==> src/rtl/ivq_defs.svh <==
`ifndef IVQ_DEFS_SVH
`define IVQ_DEFS_SVH

// register offsets on the plain register port
`define IVQ_OFF_INDIRECT 8'hE0
`define IVQ_OFF_BASE     8'hE4
`define IVQ_OFF_LEN      8'hE8
`define IVQ_OFF_MASK     8'hEC
`define IVQ_OFF_WIDX     8'hF8

// indirect access register fields
`define IVQ_BIT_DEBUG    19
`define IVQ_BIT_MASK     18
`define IVQ_BIT_LEN      17
`define IVQ_BIT_BASE     16
`define IVQ_QSEL_HI      3
`define IVQ_LEN_HI       7
`define IVQ_BASE_LO      2

// queue numbers and sizes
`define IVQ_Q_HIPRI      4'h7
`define IVQ_Q_CMD        4'h8
`define IVQ_NUM_Q        9
`define IVQ_NUM_CHQ      8
`define IVQ_NUM_MASKQ    7
`define IVQ_LEN_UNIT     16
`define IVQ_LEN_ONE      8'hFF
`define IVQ_CMD_SIZE     13'h0200
`define IVQ_RESET_WORD   32'h00000000

`endif

==> src/rtl/ivq_pkg.sv <==
package ivq_pkg;
  typedef logic [3:0]  ivq_qnum_t;
  typedef logic [12:0] ivq_idx_t;
  typedef logic [29:0] ivq_base_t;
  typedef logic [7:0]  ivq_len_t;
  typedef logic [31:0] ivq_word_t;
endpackage

==> src/rtl/ivq_route_if.sv <==
interface ivq_route_if;
  import ivq_pkg::*;
  ivq_word_t data;
  ivq_word_t mask;
  logic [2:0] chan;
  logic       cmd;
  ivq_qnum_t  dest;
  modport core   (output data, output mask, output chan, output cmd, input dest);
  modport router (input data, input mask, input chan, input cmd, output dest);
endinterface

==> src/rtl/ivq_route.sv <==
`include "ivq_defs.svh"
module ivq_route
  import ivq_pkg::*;
(
  ivq_route_if.router rt
);
  logic hit;

  always_comb begin
    hit = |(rt.data & rt.mask);
    if (rt.cmd) begin
      rt.dest = `IVQ_Q_CMD;
    end else if (hit) begin
      // forwarding wins over any unmasked bits in the same vector
      rt.dest = `IVQ_Q_HIPRI;
    end else begin
      rt.dest = {1'b0, rt.chan};
    end
  end
endmodule

==> src/rtl/ivq_wrptr.sv <==
`include "ivq_defs.svh"
module ivq_wrptr
  import ivq_pkg::*;
#(
  parameter int IDX_W = 13
) (
  // clock and control
  input  wire logic             clk_in,
  input  wire logic             resetn_in,
  input  wire logic             ce_in,
  // pointer control
  input  wire logic             clear_in,
  input  wire logic             adv_in,
  input  wire logic [IDX_W-1:0] size_in,
  // pointer
  output logic      [IDX_W-1:0] idx_out
);
  logic [IDX_W-1:0] idx_q;
  logic [IDX_W-1:0] idx_d;

  if (IDX_W < 13) begin : g_chk
    $error("ivq_wrptr: IDX_W too small for largest queue");
  end

  always_comb begin
    if (clear_in) begin
      idx_d = '0;
    end else if (adv_in) begin
      idx_d = (idx_q + 1'b1 >= size_in) ? '0 : idx_q + 1'b1;
    end else begin
      idx_d = idx_q;
    end
  end

  always_ff @(posedge clk_in) begin
    if (!resetn_in) begin
      idx_q <= '0;
    end else if (ce_in) begin
      idx_q <= idx_d;
    end
  end

  assign idx_out = idx_q;

  a_ptr_in_range: assert property (@(posedge clk_in) disable iff (!resetn_in)
    ce_in && adv_in && !clear_in && (idx_q + 1'b1 >= size_in) |=> idx_q == '0)
    else $error("write pointer did not wrap");
endmodule

==> src/rtl/ivq_core.sv <==
`include "ivq_defs.svh"
// Summary of operation
// - base, length and mask strobes may commit together in one write.
// - command queue is fixed at 512 DWORD entries, not configurable.
// - length and mask commits to queue 8 are ignored.
// - mask commit to queue 7 is ignored; queue 7 vectors are never forwarded.
// - base addresses are DWORD aligned; low two bits read zero.
// - base change restarts that queue at its first location.
// - channel queue size is (field + 1) times 16 DWORDs.
// - field value 255 gives a one-DWORD queue, overriding the formula.
// - length change restarts that queue at its first location.
// - channel vectors normally go to their own channel queue 0 to 7.
// - high-priority destination is fixed as queue 7.
// - each of queues 0 to 6 keeps its own forwarding mask.
// - any vector bit matching its queue mask redirects to queue 7.
// - a mask match wins even when unmasked bits are also set.
// - strobes at bits 18, 17, 16; queue select at bits 3:0; zero is no-op.
// - queues 0 to 7 carry channel vectors; queue 8 carries command vectors.
// - debug bit copies active settings of selected queue into staging registers.
module ivq_core
  import ivq_pkg::*;
#(
  parameter int ADDR_W = 8,
  parameter int VEC_W  = 32
) (
  // clock and reset
  input  wire logic              clk_in,
  input  wire logic              resetn_in,
  input  wire logic              ce_in,
  // register port
  input  wire logic [ADDR_W-1:0] reg_addr_in,
  input  wire logic [31:0]       reg_wdata_in,
  input  wire logic              reg_wr_in,
  input  wire logic              reg_rd_in,
  output logic      [31:0]       reg_rdata_out,
  // interrupt vectors from the channel engines
  input  wire logic              vec_valid_in,
  input  wire logic              vec_cmd_in,
  input  wire logic [2:0]        vec_chan_in,
  input  wire logic [VEC_W-1:0]  vec_data_in,
  output logic                   vec_ready_out,
  // vector write towards shared memory
  output logic                   mem_valid_out,
  output logic      [31:0]       mem_addr_out,
  output logic      [VEC_W-1:0]  mem_data_out,
  output logic      [3:0]        mem_queue_out,
  input  wire logic              mem_ready_in
);
  if (VEC_W != 32 || ADDR_W < 8) begin : g_chk
    $error("ivq_core: vector width must be 32 and address width at least 8");
  end

  // staging and selection registers
  ivq_base_t stage_base_q;
  ivq_len_t  stage_len_q;
  ivq_word_t stage_mask_q;
  ivq_qnum_t qsel_q;

  // active per-queue settings
  ivq_base_t base_q [`IVQ_NUM_Q];
  ivq_len_t  len_q  [`IVQ_NUM_CHQ];
  ivq_word_t mask_q [`IVQ_NUM_MASKQ];

  // output stage
  logic      mem_valid_q;
  ivq_word_t mem_addr_q;
  ivq_word_t mem_data_q;
  ivq_qnum_t mem_queue_q;
  ivq_word_t rdata_q;

  // decoded writes
  logic      wr_ind;
  logic      wr_base;
  logic      wr_len;
  logic      wr_mask;
  logic      do_base;
  logic      do_len;
  logic      do_mask;
  logic      do_debug;
  ivq_qnum_t cq;
  logic      accept;
  ivq_word_t sel_mask;
  ivq_qnum_t dest;
  ivq_idx_t  idx    [`IVQ_NUM_Q];
  ivq_idx_t  qsize  [`IVQ_NUM_Q];

  function automatic ivq_idx_t len_size(input ivq_len_t l);
    if (l == `IVQ_LEN_ONE) begin
      len_size = 13'h0001;
    end else begin
      len_size = 13'(({5'h00, l} + 13'h0001) * `IVQ_LEN_UNIT);
    end
  endfunction

  assign wr_ind  = ce_in && reg_wr_in && reg_addr_in[7:0] == `IVQ_OFF_INDIRECT;
  assign wr_base = ce_in && reg_wr_in && reg_addr_in[7:0] == `IVQ_OFF_BASE;
  assign wr_len  = ce_in && reg_wr_in && reg_addr_in[7:0] == `IVQ_OFF_LEN;
  assign wr_mask = ce_in && reg_wr_in && reg_addr_in[7:0] == `IVQ_OFF_MASK;
  assign cq      = reg_wdata_in[`IVQ_QSEL_HI:0];

  // out-of-range queue numbers simply match nothing
  assign do_base  = wr_ind && reg_wdata_in[`IVQ_BIT_BASE] && cq <= `IVQ_Q_CMD;
  assign do_len   = wr_ind && reg_wdata_in[`IVQ_BIT_LEN] && cq < `IVQ_Q_CMD;
  assign do_mask  = wr_ind && reg_wdata_in[`IVQ_BIT_MASK] && cq < `IVQ_Q_HIPRI;
  // debug together with a strobe is refused so a commit never reads a half-copied stage
  assign do_debug = wr_ind && reg_wdata_in[`IVQ_BIT_DEBUG] && cq <= `IVQ_Q_CMD &&
                    !reg_wdata_in[`IVQ_BIT_MASK] && !reg_wdata_in[`IVQ_BIT_LEN] &&
                    !reg_wdata_in[`IVQ_BIT_BASE];

  // staging registers: software writes or debug copy-back
  always_ff @(posedge clk_in) begin
    if (!resetn_in) begin
      stage_base_q <= '0;
      stage_len_q  <= '0;
      stage_mask_q <= `IVQ_RESET_WORD;
    end else if (do_debug) begin
      stage_base_q <= base_q[cq];
      stage_len_q  <= (cq < `IVQ_Q_CMD) ? len_q[cq[2:0]] : '0;
      stage_mask_q <= (cq < `IVQ_Q_HIPRI) ? mask_q[cq[2:0]] : `IVQ_RESET_WORD;
    end else begin
      if (wr_base) begin
        stage_base_q <= reg_wdata_in[31:`IVQ_BASE_LO];
      end
      if (wr_len) begin
        stage_len_q <= reg_wdata_in[`IVQ_LEN_HI:0];
      end
      if (wr_mask) begin
        stage_mask_q <= reg_wdata_in;
      end
    end
  end

  always_ff @(posedge clk_in) begin
    if (!resetn_in) begin
      qsel_q <= '0;
    end else if (wr_ind) begin
      qsel_q <= cq;
    end
  end

  // commits; all three strobes may land in the same write
  always_ff @(posedge clk_in) begin
    if (!resetn_in) begin
      for (int i = 0; i < `IVQ_NUM_Q; i++) begin
        base_q[i] <= '0;
      end
    end else if (do_base) begin
      base_q[cq] <= stage_base_q;
    end
  end

  always_ff @(posedge clk_in) begin
    if (!resetn_in) begin
      for (int i = 0; i < `IVQ_NUM_CHQ; i++) begin
        len_q[i] <= '0;
      end
    end else if (do_len) begin
      len_q[cq[2:0]] <= stage_len_q;
    end
  end

  always_ff @(posedge clk_in) begin
    if (!resetn_in) begin
      for (int i = 0; i < `IVQ_NUM_MASKQ; i++) begin
        mask_q[i] <= `IVQ_RESET_WORD;
      end
    end else if (do_mask) begin
      mask_q[cq[2:0]] <= stage_mask_q;
    end
  end

  // vector routing
  ivq_route_if rt ();

  assign sel_mask = (vec_chan_in == 3'h7) ? `IVQ_RESET_WORD : mask_q[vec_chan_in];
  assign rt.data  = vec_data_in;
  assign rt.mask  = sel_mask;
  assign rt.chan  = vec_chan_in;
  assign rt.cmd   = vec_cmd_in;
  assign dest     = rt.dest;

  ivq_route u_route (
    .rt (rt)
  );

  // one-deep output stage; the memory side stalls the engines directly
  assign vec_ready_out = !mem_valid_q || mem_ready_in;
  assign accept        = ce_in && vec_valid_in && vec_ready_out;

  for (genvar q = 0; q < `IVQ_NUM_Q; q++) begin : g_ptr
    if (q == `IVQ_NUM_Q - 1) begin : g_cmd
      assign qsize[q] = `IVQ_CMD_SIZE;
    end else begin : g_ch
      assign qsize[q] = len_size(len_q[q]);
    end
    ivq_wrptr #(
      .IDX_W (13)
    ) u_ptr (
      .clk_in    (clk_in),
      .resetn_in (resetn_in),
      .ce_in     (ce_in),
      .clear_in  ((do_base || do_len) && cq == 4'(q)),
      .adv_in    (accept && dest == 4'(q)),
      .size_in   (qsize[q]),
      .idx_out   (idx[q])
    );
  end

  always_ff @(posedge clk_in) begin
    if (!resetn_in) begin
      mem_valid_q <= 1'b0;
      mem_addr_q  <= '0;
      mem_data_q  <= '0;
      mem_queue_q <= '0;
    end else if (ce_in) begin
      if (accept) begin
        mem_valid_q <= 1'b1;
        mem_addr_q  <= {base_q[dest] + 30'(idx[dest]), 2'b00};
        mem_data_q  <= vec_data_in;
        mem_queue_q <= dest;
      end else if (mem_ready_in) begin
        mem_valid_q <= 1'b0;
      end
    end
  end

  assign mem_valid_out = mem_valid_q;
  assign mem_addr_out  = mem_addr_q;
  assign mem_data_out  = mem_data_q;
  assign mem_queue_out = mem_queue_q;

  // read-back; strobes and debug are self-clearing and read as zero
  always_ff @(posedge clk_in) begin
    if (!resetn_in) begin
      rdata_q <= '0;
    end else if (ce_in && reg_rd_in) begin
      case (reg_addr_in[7:0])
        `IVQ_OFF_INDIRECT: rdata_q <= {28'h0000000, qsel_q};
        `IVQ_OFF_BASE:     rdata_q <= {stage_base_q, 2'b00};
        `IVQ_OFF_LEN:      rdata_q <= {24'h000000, stage_len_q};
        `IVQ_OFF_MASK:     rdata_q <= stage_mask_q;
        `IVQ_OFF_WIDX:     rdata_q <= (qsel_q <= `IVQ_Q_CMD) ? {19'h00000, idx[qsel_q]} : '0;
        default:           rdata_q <= '0;
      endcase
    end
  end

  assign reg_rdata_out = rdata_q;

  a_all_three: assert property (@(posedge clk_in) disable iff (!resetn_in)
    do_base && do_len && do_mask |=>
      base_q[$past(cq)] == stage_base_q && len_q[$past(cq[2:0])] == stage_len_q &&
      mask_q[$past(cq[2:0])] == stage_mask_q)
    else $error("joint commit did not apply all three values");

  // queue 8 shares its low select bits with queue 0, so slot 0 is the one at risk
  a_cmd_untouched: assert property (@(posedge clk_in) disable iff (!resetn_in)
    wr_ind && cq == `IVQ_Q_CMD |=> $stable(len_q[0]) && $stable(mask_q[0]))
    else $error("queue 8 commit changed a channel setting");

  a_hipri_nomask: assert property (@(posedge clk_in) disable iff (!resetn_in)
    accept && !vec_cmd_in && vec_chan_in == 3'h7 |=> mem_queue_q == `IVQ_Q_HIPRI)
    else $error("queue 7 vector left queue 7");

  a_base_align: assert property (@(posedge clk_in) disable iff (!resetn_in)
    ce_in && reg_rd_in && reg_addr_in[7:0] == `IVQ_OFF_BASE |=> reg_rdata_out[1:0] == 2'b00)
    else $error("base read-back not DWORD aligned");

  a_base_restart: assert property (@(posedge clk_in) disable iff (!resetn_in)
    do_base |=> idx[$past(cq)] == '0)
    else $error("base change did not restart queue");

  a_len_restart: assert property (@(posedge clk_in) disable iff (!resetn_in)
    do_len |=> idx[$past(cq)] == '0 ##1 1'b1)
    else $error("length change did not restart queue");

  a_regular_route: assert property (@(posedge clk_in) disable iff (!resetn_in)
    accept && !vec_cmd_in && (vec_data_in & sel_mask) == '0 |=>
      mem_queue_q == {1'b0, $past(vec_chan_in)})
    else $error("unmasked vector left its channel queue");

  a_fwd_hipri: assert property (@(posedge clk_in) disable iff (!resetn_in)
    accept && !vec_cmd_in && (vec_data_in & sel_mask) != '0 |=>
      mem_queue_q == `IVQ_Q_HIPRI && mem_valid_out)
    else $error("masked vector not forwarded");

  a_cmd_dest: assert property (@(posedge clk_in) disable iff (!resetn_in)
    accept && vec_cmd_in |=> mem_queue_q == `IVQ_Q_CMD)
    else $error("command vector not on queue 8");

  a_debug_copy: assert property (@(posedge clk_in) disable iff (!resetn_in)
    do_debug |=> stage_base_q == base_q[$past(cq)])
    else $error("debug copy did not load staged base");

  a_out_hold: assert property (@(posedge clk_in) disable iff (!resetn_in)
    mem_valid_out && !mem_ready_in |=> mem_valid_out && $stable(mem_addr_out))
    else $error("memory write dropped while stalled");

  // a pointer past the queue end would scribble over whatever follows it in memory
  a_ptr_bound: assert property (@(posedge clk_in) disable iff (!resetn_in)
    accept |-> idx[dest] < qsize[dest])
    else $error("write pointer outside its queue");

  a_cmd_size: assert property (@(posedge clk_in) disable iff (!resetn_in)
    idx[`IVQ_Q_CMD] < `IVQ_CMD_SIZE)
    else $error("command queue pointer beyond its fixed size");

  a_len_one: assert property (@(posedge clk_in) disable iff (!resetn_in)
    accept && dest < `IVQ_Q_CMD && len_q[dest[2:0]] == `IVQ_LEN_ONE |=>
      idx[$past(dest)] == '0)
    else $error("one-entry queue did not stay at its first location");

  a_ready_stall: assert property (@(posedge clk_in) disable iff (!resetn_in)
    mem_valid_out && !mem_ready_in |-> !vec_ready_out)
    else $error("vector taken while memory write stalled");

  // a frozen block must not drift, or software reads settings it never wrote
  a_ce_freeze: assert property (@(posedge clk_in) disable iff (!resetn_in)
    !ce_in |=> $stable(qsel_q) && $stable(stage_base_q) && $stable(mem_valid_out) &&
      $stable(reg_rdata_out))
    else $error("state moved while clock enable low");

  a_stage_base: assert property (@(posedge clk_in) disable iff (!resetn_in)
    wr_base |=> stage_base_q == $past(reg_wdata_in[31:`IVQ_BASE_LO]))
    else $error("staged base not taken from the write");

  // main scenarios the bench is expected to reach
  c_forward: cover property (@(posedge clk_in) disable iff (!resetn_in)
    accept && dest == `IVQ_Q_HIPRI && vec_chan_in != 3'h7);
  c_joint: cover property (@(posedge clk_in) disable iff (!resetn_in)
    do_base && do_len && do_mask);
  c_stall: cover property (@(posedge clk_in) disable iff (!resetn_in)
    mem_valid_out && !mem_ready_in && vec_valid_in);
  c_wrap: cover property (@(posedge clk_in) disable iff (!resetn_in)
    accept && idx[dest] != '0 ##1 idx[$past(dest)] == '0);
  c_debug: cover property (@(posedge clk_in) disable iff (!resetn_in)
    do_debug);
endmodule

==> config.mk <==
export PLATFORM = sky130hd
export DESIGN_NAME = ivq_core
export DESIGN_NICKNAME = d
export VERILOG_FILES = /design/src/rtl/ivq_pkg.sv /design/src/rtl/ivq_route_if.sv /design/src/rtl/ivq_route.sv /design/src/rtl/ivq_wrptr.sv /design/src/rtl/ivq_core.sv
export VERILOG_INCLUDE_DIRS = /design/src /design/src/rtl
export SDC_FILE = /design/constraint.sdc
export NUM_CORES = 2
export LEC_CHECK = 0
export ABC_AREA = 1
export BUFFER_PORTS_ARGS = -buffer_cell sky130_fd_sc_hd__buf_2
export CAP_MARGIN = 20
export CELL_PAD_IN_SITES_DETAIL_PLACEMENT = 1
export CELL_PAD_IN_SITES_GLOBAL_PLACEMENT = 2
export CORE_MARGIN = 2
export CORE_UTILIZATION = 42
export CTS_CLUSTER_SIZE = 28
export DETAILED_ROUTE_END_ITERATION = 16
export GPL_TIMING_DRIVEN = 0
export PLACE_DENSITY_LB_ADDON = 0.1
export SKIP_CTS_REPAIR_TIMING = 1
export SLEW_MARGIN = 20
export SYNTH_ARGS = -nofsm -noshare
export SYNTH_HDL_FRONTEND = slang
export SYNTH_SLANG_ARGS = --single-unit
==> constraint.sdc <==
create_clock -name clk_in -period 12.1 [get_ports clk_in]
set_clock_uncertainty 0.15 [all_clocks]
set_input_delay 1.21 -clock clk_in [delete_from_list [all_inputs] [get_ports clk_in]]
set_output_delay 1.21 -clock clk_in [all_outputs]
set_load 0.03 [all_outputs]
==> flow_metrics.tcl <==
set metrics [dict create \
    status "completed" \
    vias 55400 \
    synth_edf_count 736 \
    finalSetupTns_ns 0 \
    drtIter0Drc 7261 \
    design_area_um2 64500 \
    synth_area_um2 55900 \
    arrival_ns 9.82 \
    die_w_um 369 \
    final_util 0.490 \
    tritoncts "done" \
    report.final.slew_viol_count 0 \
    grt_pass1_vias 54300 \
    yosys-top-cells-area "edfxtp_1 40%, dfxtp_1 12%, nand2_1 7.0%" \
    placedCellCount 8748 \
    path_buf_inv 7 \
    root_buffer "clkbuf_16" \
    crit_fanout 10 \
    cts.htree.levels 3 \
    core-area_um2 132000 \
    syn_area_per_cell_um2 8.50 \
    syn_to_final_growth_pct 15.4 \
    start_kind "primary input" \
    dpl-instance-area_um2 60500 \
    setup_viol 0 \
    gp_congestion 0.996 \
    crit_path_frequent_cell "nand2_1" \
    crit_required_ns 12.61 \
    finalNetCount 7306 \
    clk_pin_slew_ns 0.06 \
    dp_hpwl_um 222000 \
    fillers 15800 \
    slowest_stage "a221oi_1" \
    end_kind "flip-flop" \
    insertion_delay_ns 0.78 \
    powerDensity_nw_per_um2 137 \
    final_cells 8987 \
    multi_input_comb_area_um2 23500 \
    ys_seq_area_frac 0.511 \
    ir_drop_mv 0.122 \
    antenna_found_initial 14 \
    yosys-top-cells-count "1047 x nand2_1, 877 x nor2_1, 762 x inv_1, 736 x edfxtp_1, 499 x nand3_1" \
    io_pins 185 \
    synth_cell_types 64 \
    rsz0062_at_grt "false" \
    drive_gt1_frac 0.0771 \
    worst_hold_slack_ns 0.317 \
    cap_violations 0 \
    start_util 0.424 \
    io_buffers 177 \
    synth_top_area_cell "edfxtp_1" \
    clock-sinks 1058 \
    post-route-period-util 0.770 \
    via_per_inst 6.16 \
    cts_buffers 121 \
    drc 0 \
    post-route-min-period_ns 9.32 \
    max_freq_mhz 107 \
    yosys.area.top_type_share 0.395 \
    die_y_um 369 \
    max_stage_delay_ns 0.84 \
    critPathKind "primary input to flip-flop" \
    grtUsageTotal 0.420 \
    grt_max_degree 31 \
    synth.most_common_cell "nand2_1" \
    hold_viol_final 0 \
    synthArstFlopShare 0 \
    wl_um 292000 \
    clock_path_buffers 3 \
    ys_ff_latch 1058 \
    synthFlopType "edfxtp_1" \
    worst_pin_slew_ns 1.33 \
    dr.pass1.iters 7 \
    cellLeakagePower_uw 0.0252 \
    grt-ovfl-total 0 \
    critPathTopFamily "simple AND/OR/NAND/NOR gates" \
    seqCellArea_um2 28500 \
    drtAntennaViolNets 0 \
    die_area_um2 136000 \
    hold_class "flip-flop to flip-flop" \
    maxSlewHeadroom 0.114 \
    yosys_warnings 0 \
    num_rows 133 \
    grt_pass1_wl_um 403000 \
    routedWlPerCell_um 32.5 \
    synth_cells 6580 \
]
==> tightest hold or removal path, delay by kind of cell, from the launching register on <==
kind	cells	cell delay, ns
DFF	1	0.31
and+or+nand+nor	1	0.06
AOI/OAI and AO/OA	1	0.05
==> stage by stage <==
stage	worst slack, ns	total power [uW]
2_1_floorplan	5.86	4560
6_report	2.78	8820
3_3_place_gp	1.44	4990
5_1_grt	2.56	8970
4_1_cts	3.12	8760
3_5_place_dp	2.38	5030
==> placed cells by master (no fill, tap or decap), drive strengths merged, types with 212 or more instances in the layout <==
cell type | synthesis | final
nand2 | 1053 | 1053
nand3 | 501 | 501
nor2 | 888 | 888
buf | 107 | 310
clkbuf | 298 | 476
edfxtp | 736 | 736
conb | 1 | 212
a21oi | 273 | 273
inv | 778 | 781
dfxtp | 322 | 322
o21ai | 417 | 417
==> routing by layer <==
| metal | routed length (um) | track usage | vias up | share of wire |
|---|---|---|---|---|
| li1 | - | - | 23600 | - |
| met3 | 36700 | 0.123 | 833 | 0.13 |
| met4 | 20500 | 0.257 | 14 | 0.070 |
| met1 | 113000 | 0.547 | 27400 | 0.39 |
| met5 | 261 | 0 | - | 0.00089 |
| met2 | 122000 | 0.614 | 3578 | 0.42 |
==> path summary, 6_finish.rpt <==
| check | startpoint | to | slack, ns | cells past startpoint |
|---|---|---|---|---|
| hold reg to reg | mem_queue_out[3]$_SDFFE_PN0P_ | mem_queue_out[3]$_SDFFE_PN0P_ | 0.32 | 2 |
| setup / recovery | vec_chan_in[1] | mem_addr_out[27]$_SDFFE_PN0P_ | 2.78 | 37 |
| hold / removal | mem_queue_out[3]$_SDFFE_PN0P_ | mem_queue_out[3]$_SDFFE_PN0P_ | 0.32 | 2 |
| setup reg to reg | mask_q[3][12]$_SDFFCE_PN0P_ | mem_addr_out[27]$_SDFFE_PN0P_ | 3.64 | 38 |
==> sequential cells by signal, summed over array words and instances (netlist names), 8 cells and up <==
register,flops
mask_q,224
len_q,64
stage_len_q,8
base_q,480
mem_data_out,32
stage_base_q,30
stage_mask_q,32
mem_addr_out,30
reg_rdata_out,32
g_ptr.u_ptr.idx_out,117
==> where the power goes <==
group,total (uW),internal [uW],switching (uW)
Sequential,4020,3960,58.2
Combinational,982,233,749
Clock,3820,2170,1650
==> cells by family (layout without fill, tap and decap cells) <==
logic type / Yosys count / after routing / share of synthesized area
AO/OA/AOI/OAI: 1465 / 1465 / 0.167
adder cells (fa/ha/maj): 103 / 103 / 0.0232
AND/OR/NAND/NOR: 2605 / 2605 / 0.194
other: 1 / 216 / 0.0000671
XOR/XNOR: 121 / 121 / 0.0190
buffers and inverters: 1227 / 1664 / 0.0863
flip-flops: 1058 / 1058 / 0.511
==> area by class of cell <==
cell class | count | area share
diodes | 4 | 0.000155
plain buffers | 405 | 0.0275
clock buffers | 175 | 0.0523
clock inverters | 56 | 0.0101
inverters | 822 | 0.0478
multi-input cells | 4506 | 0.363
flip-flops and latches | 1058 | 0.442
well taps | 1755 | 0.0340
repair buffers | 206 | 0.0224
Note: power is estimated with default switching activity, not from simulation.
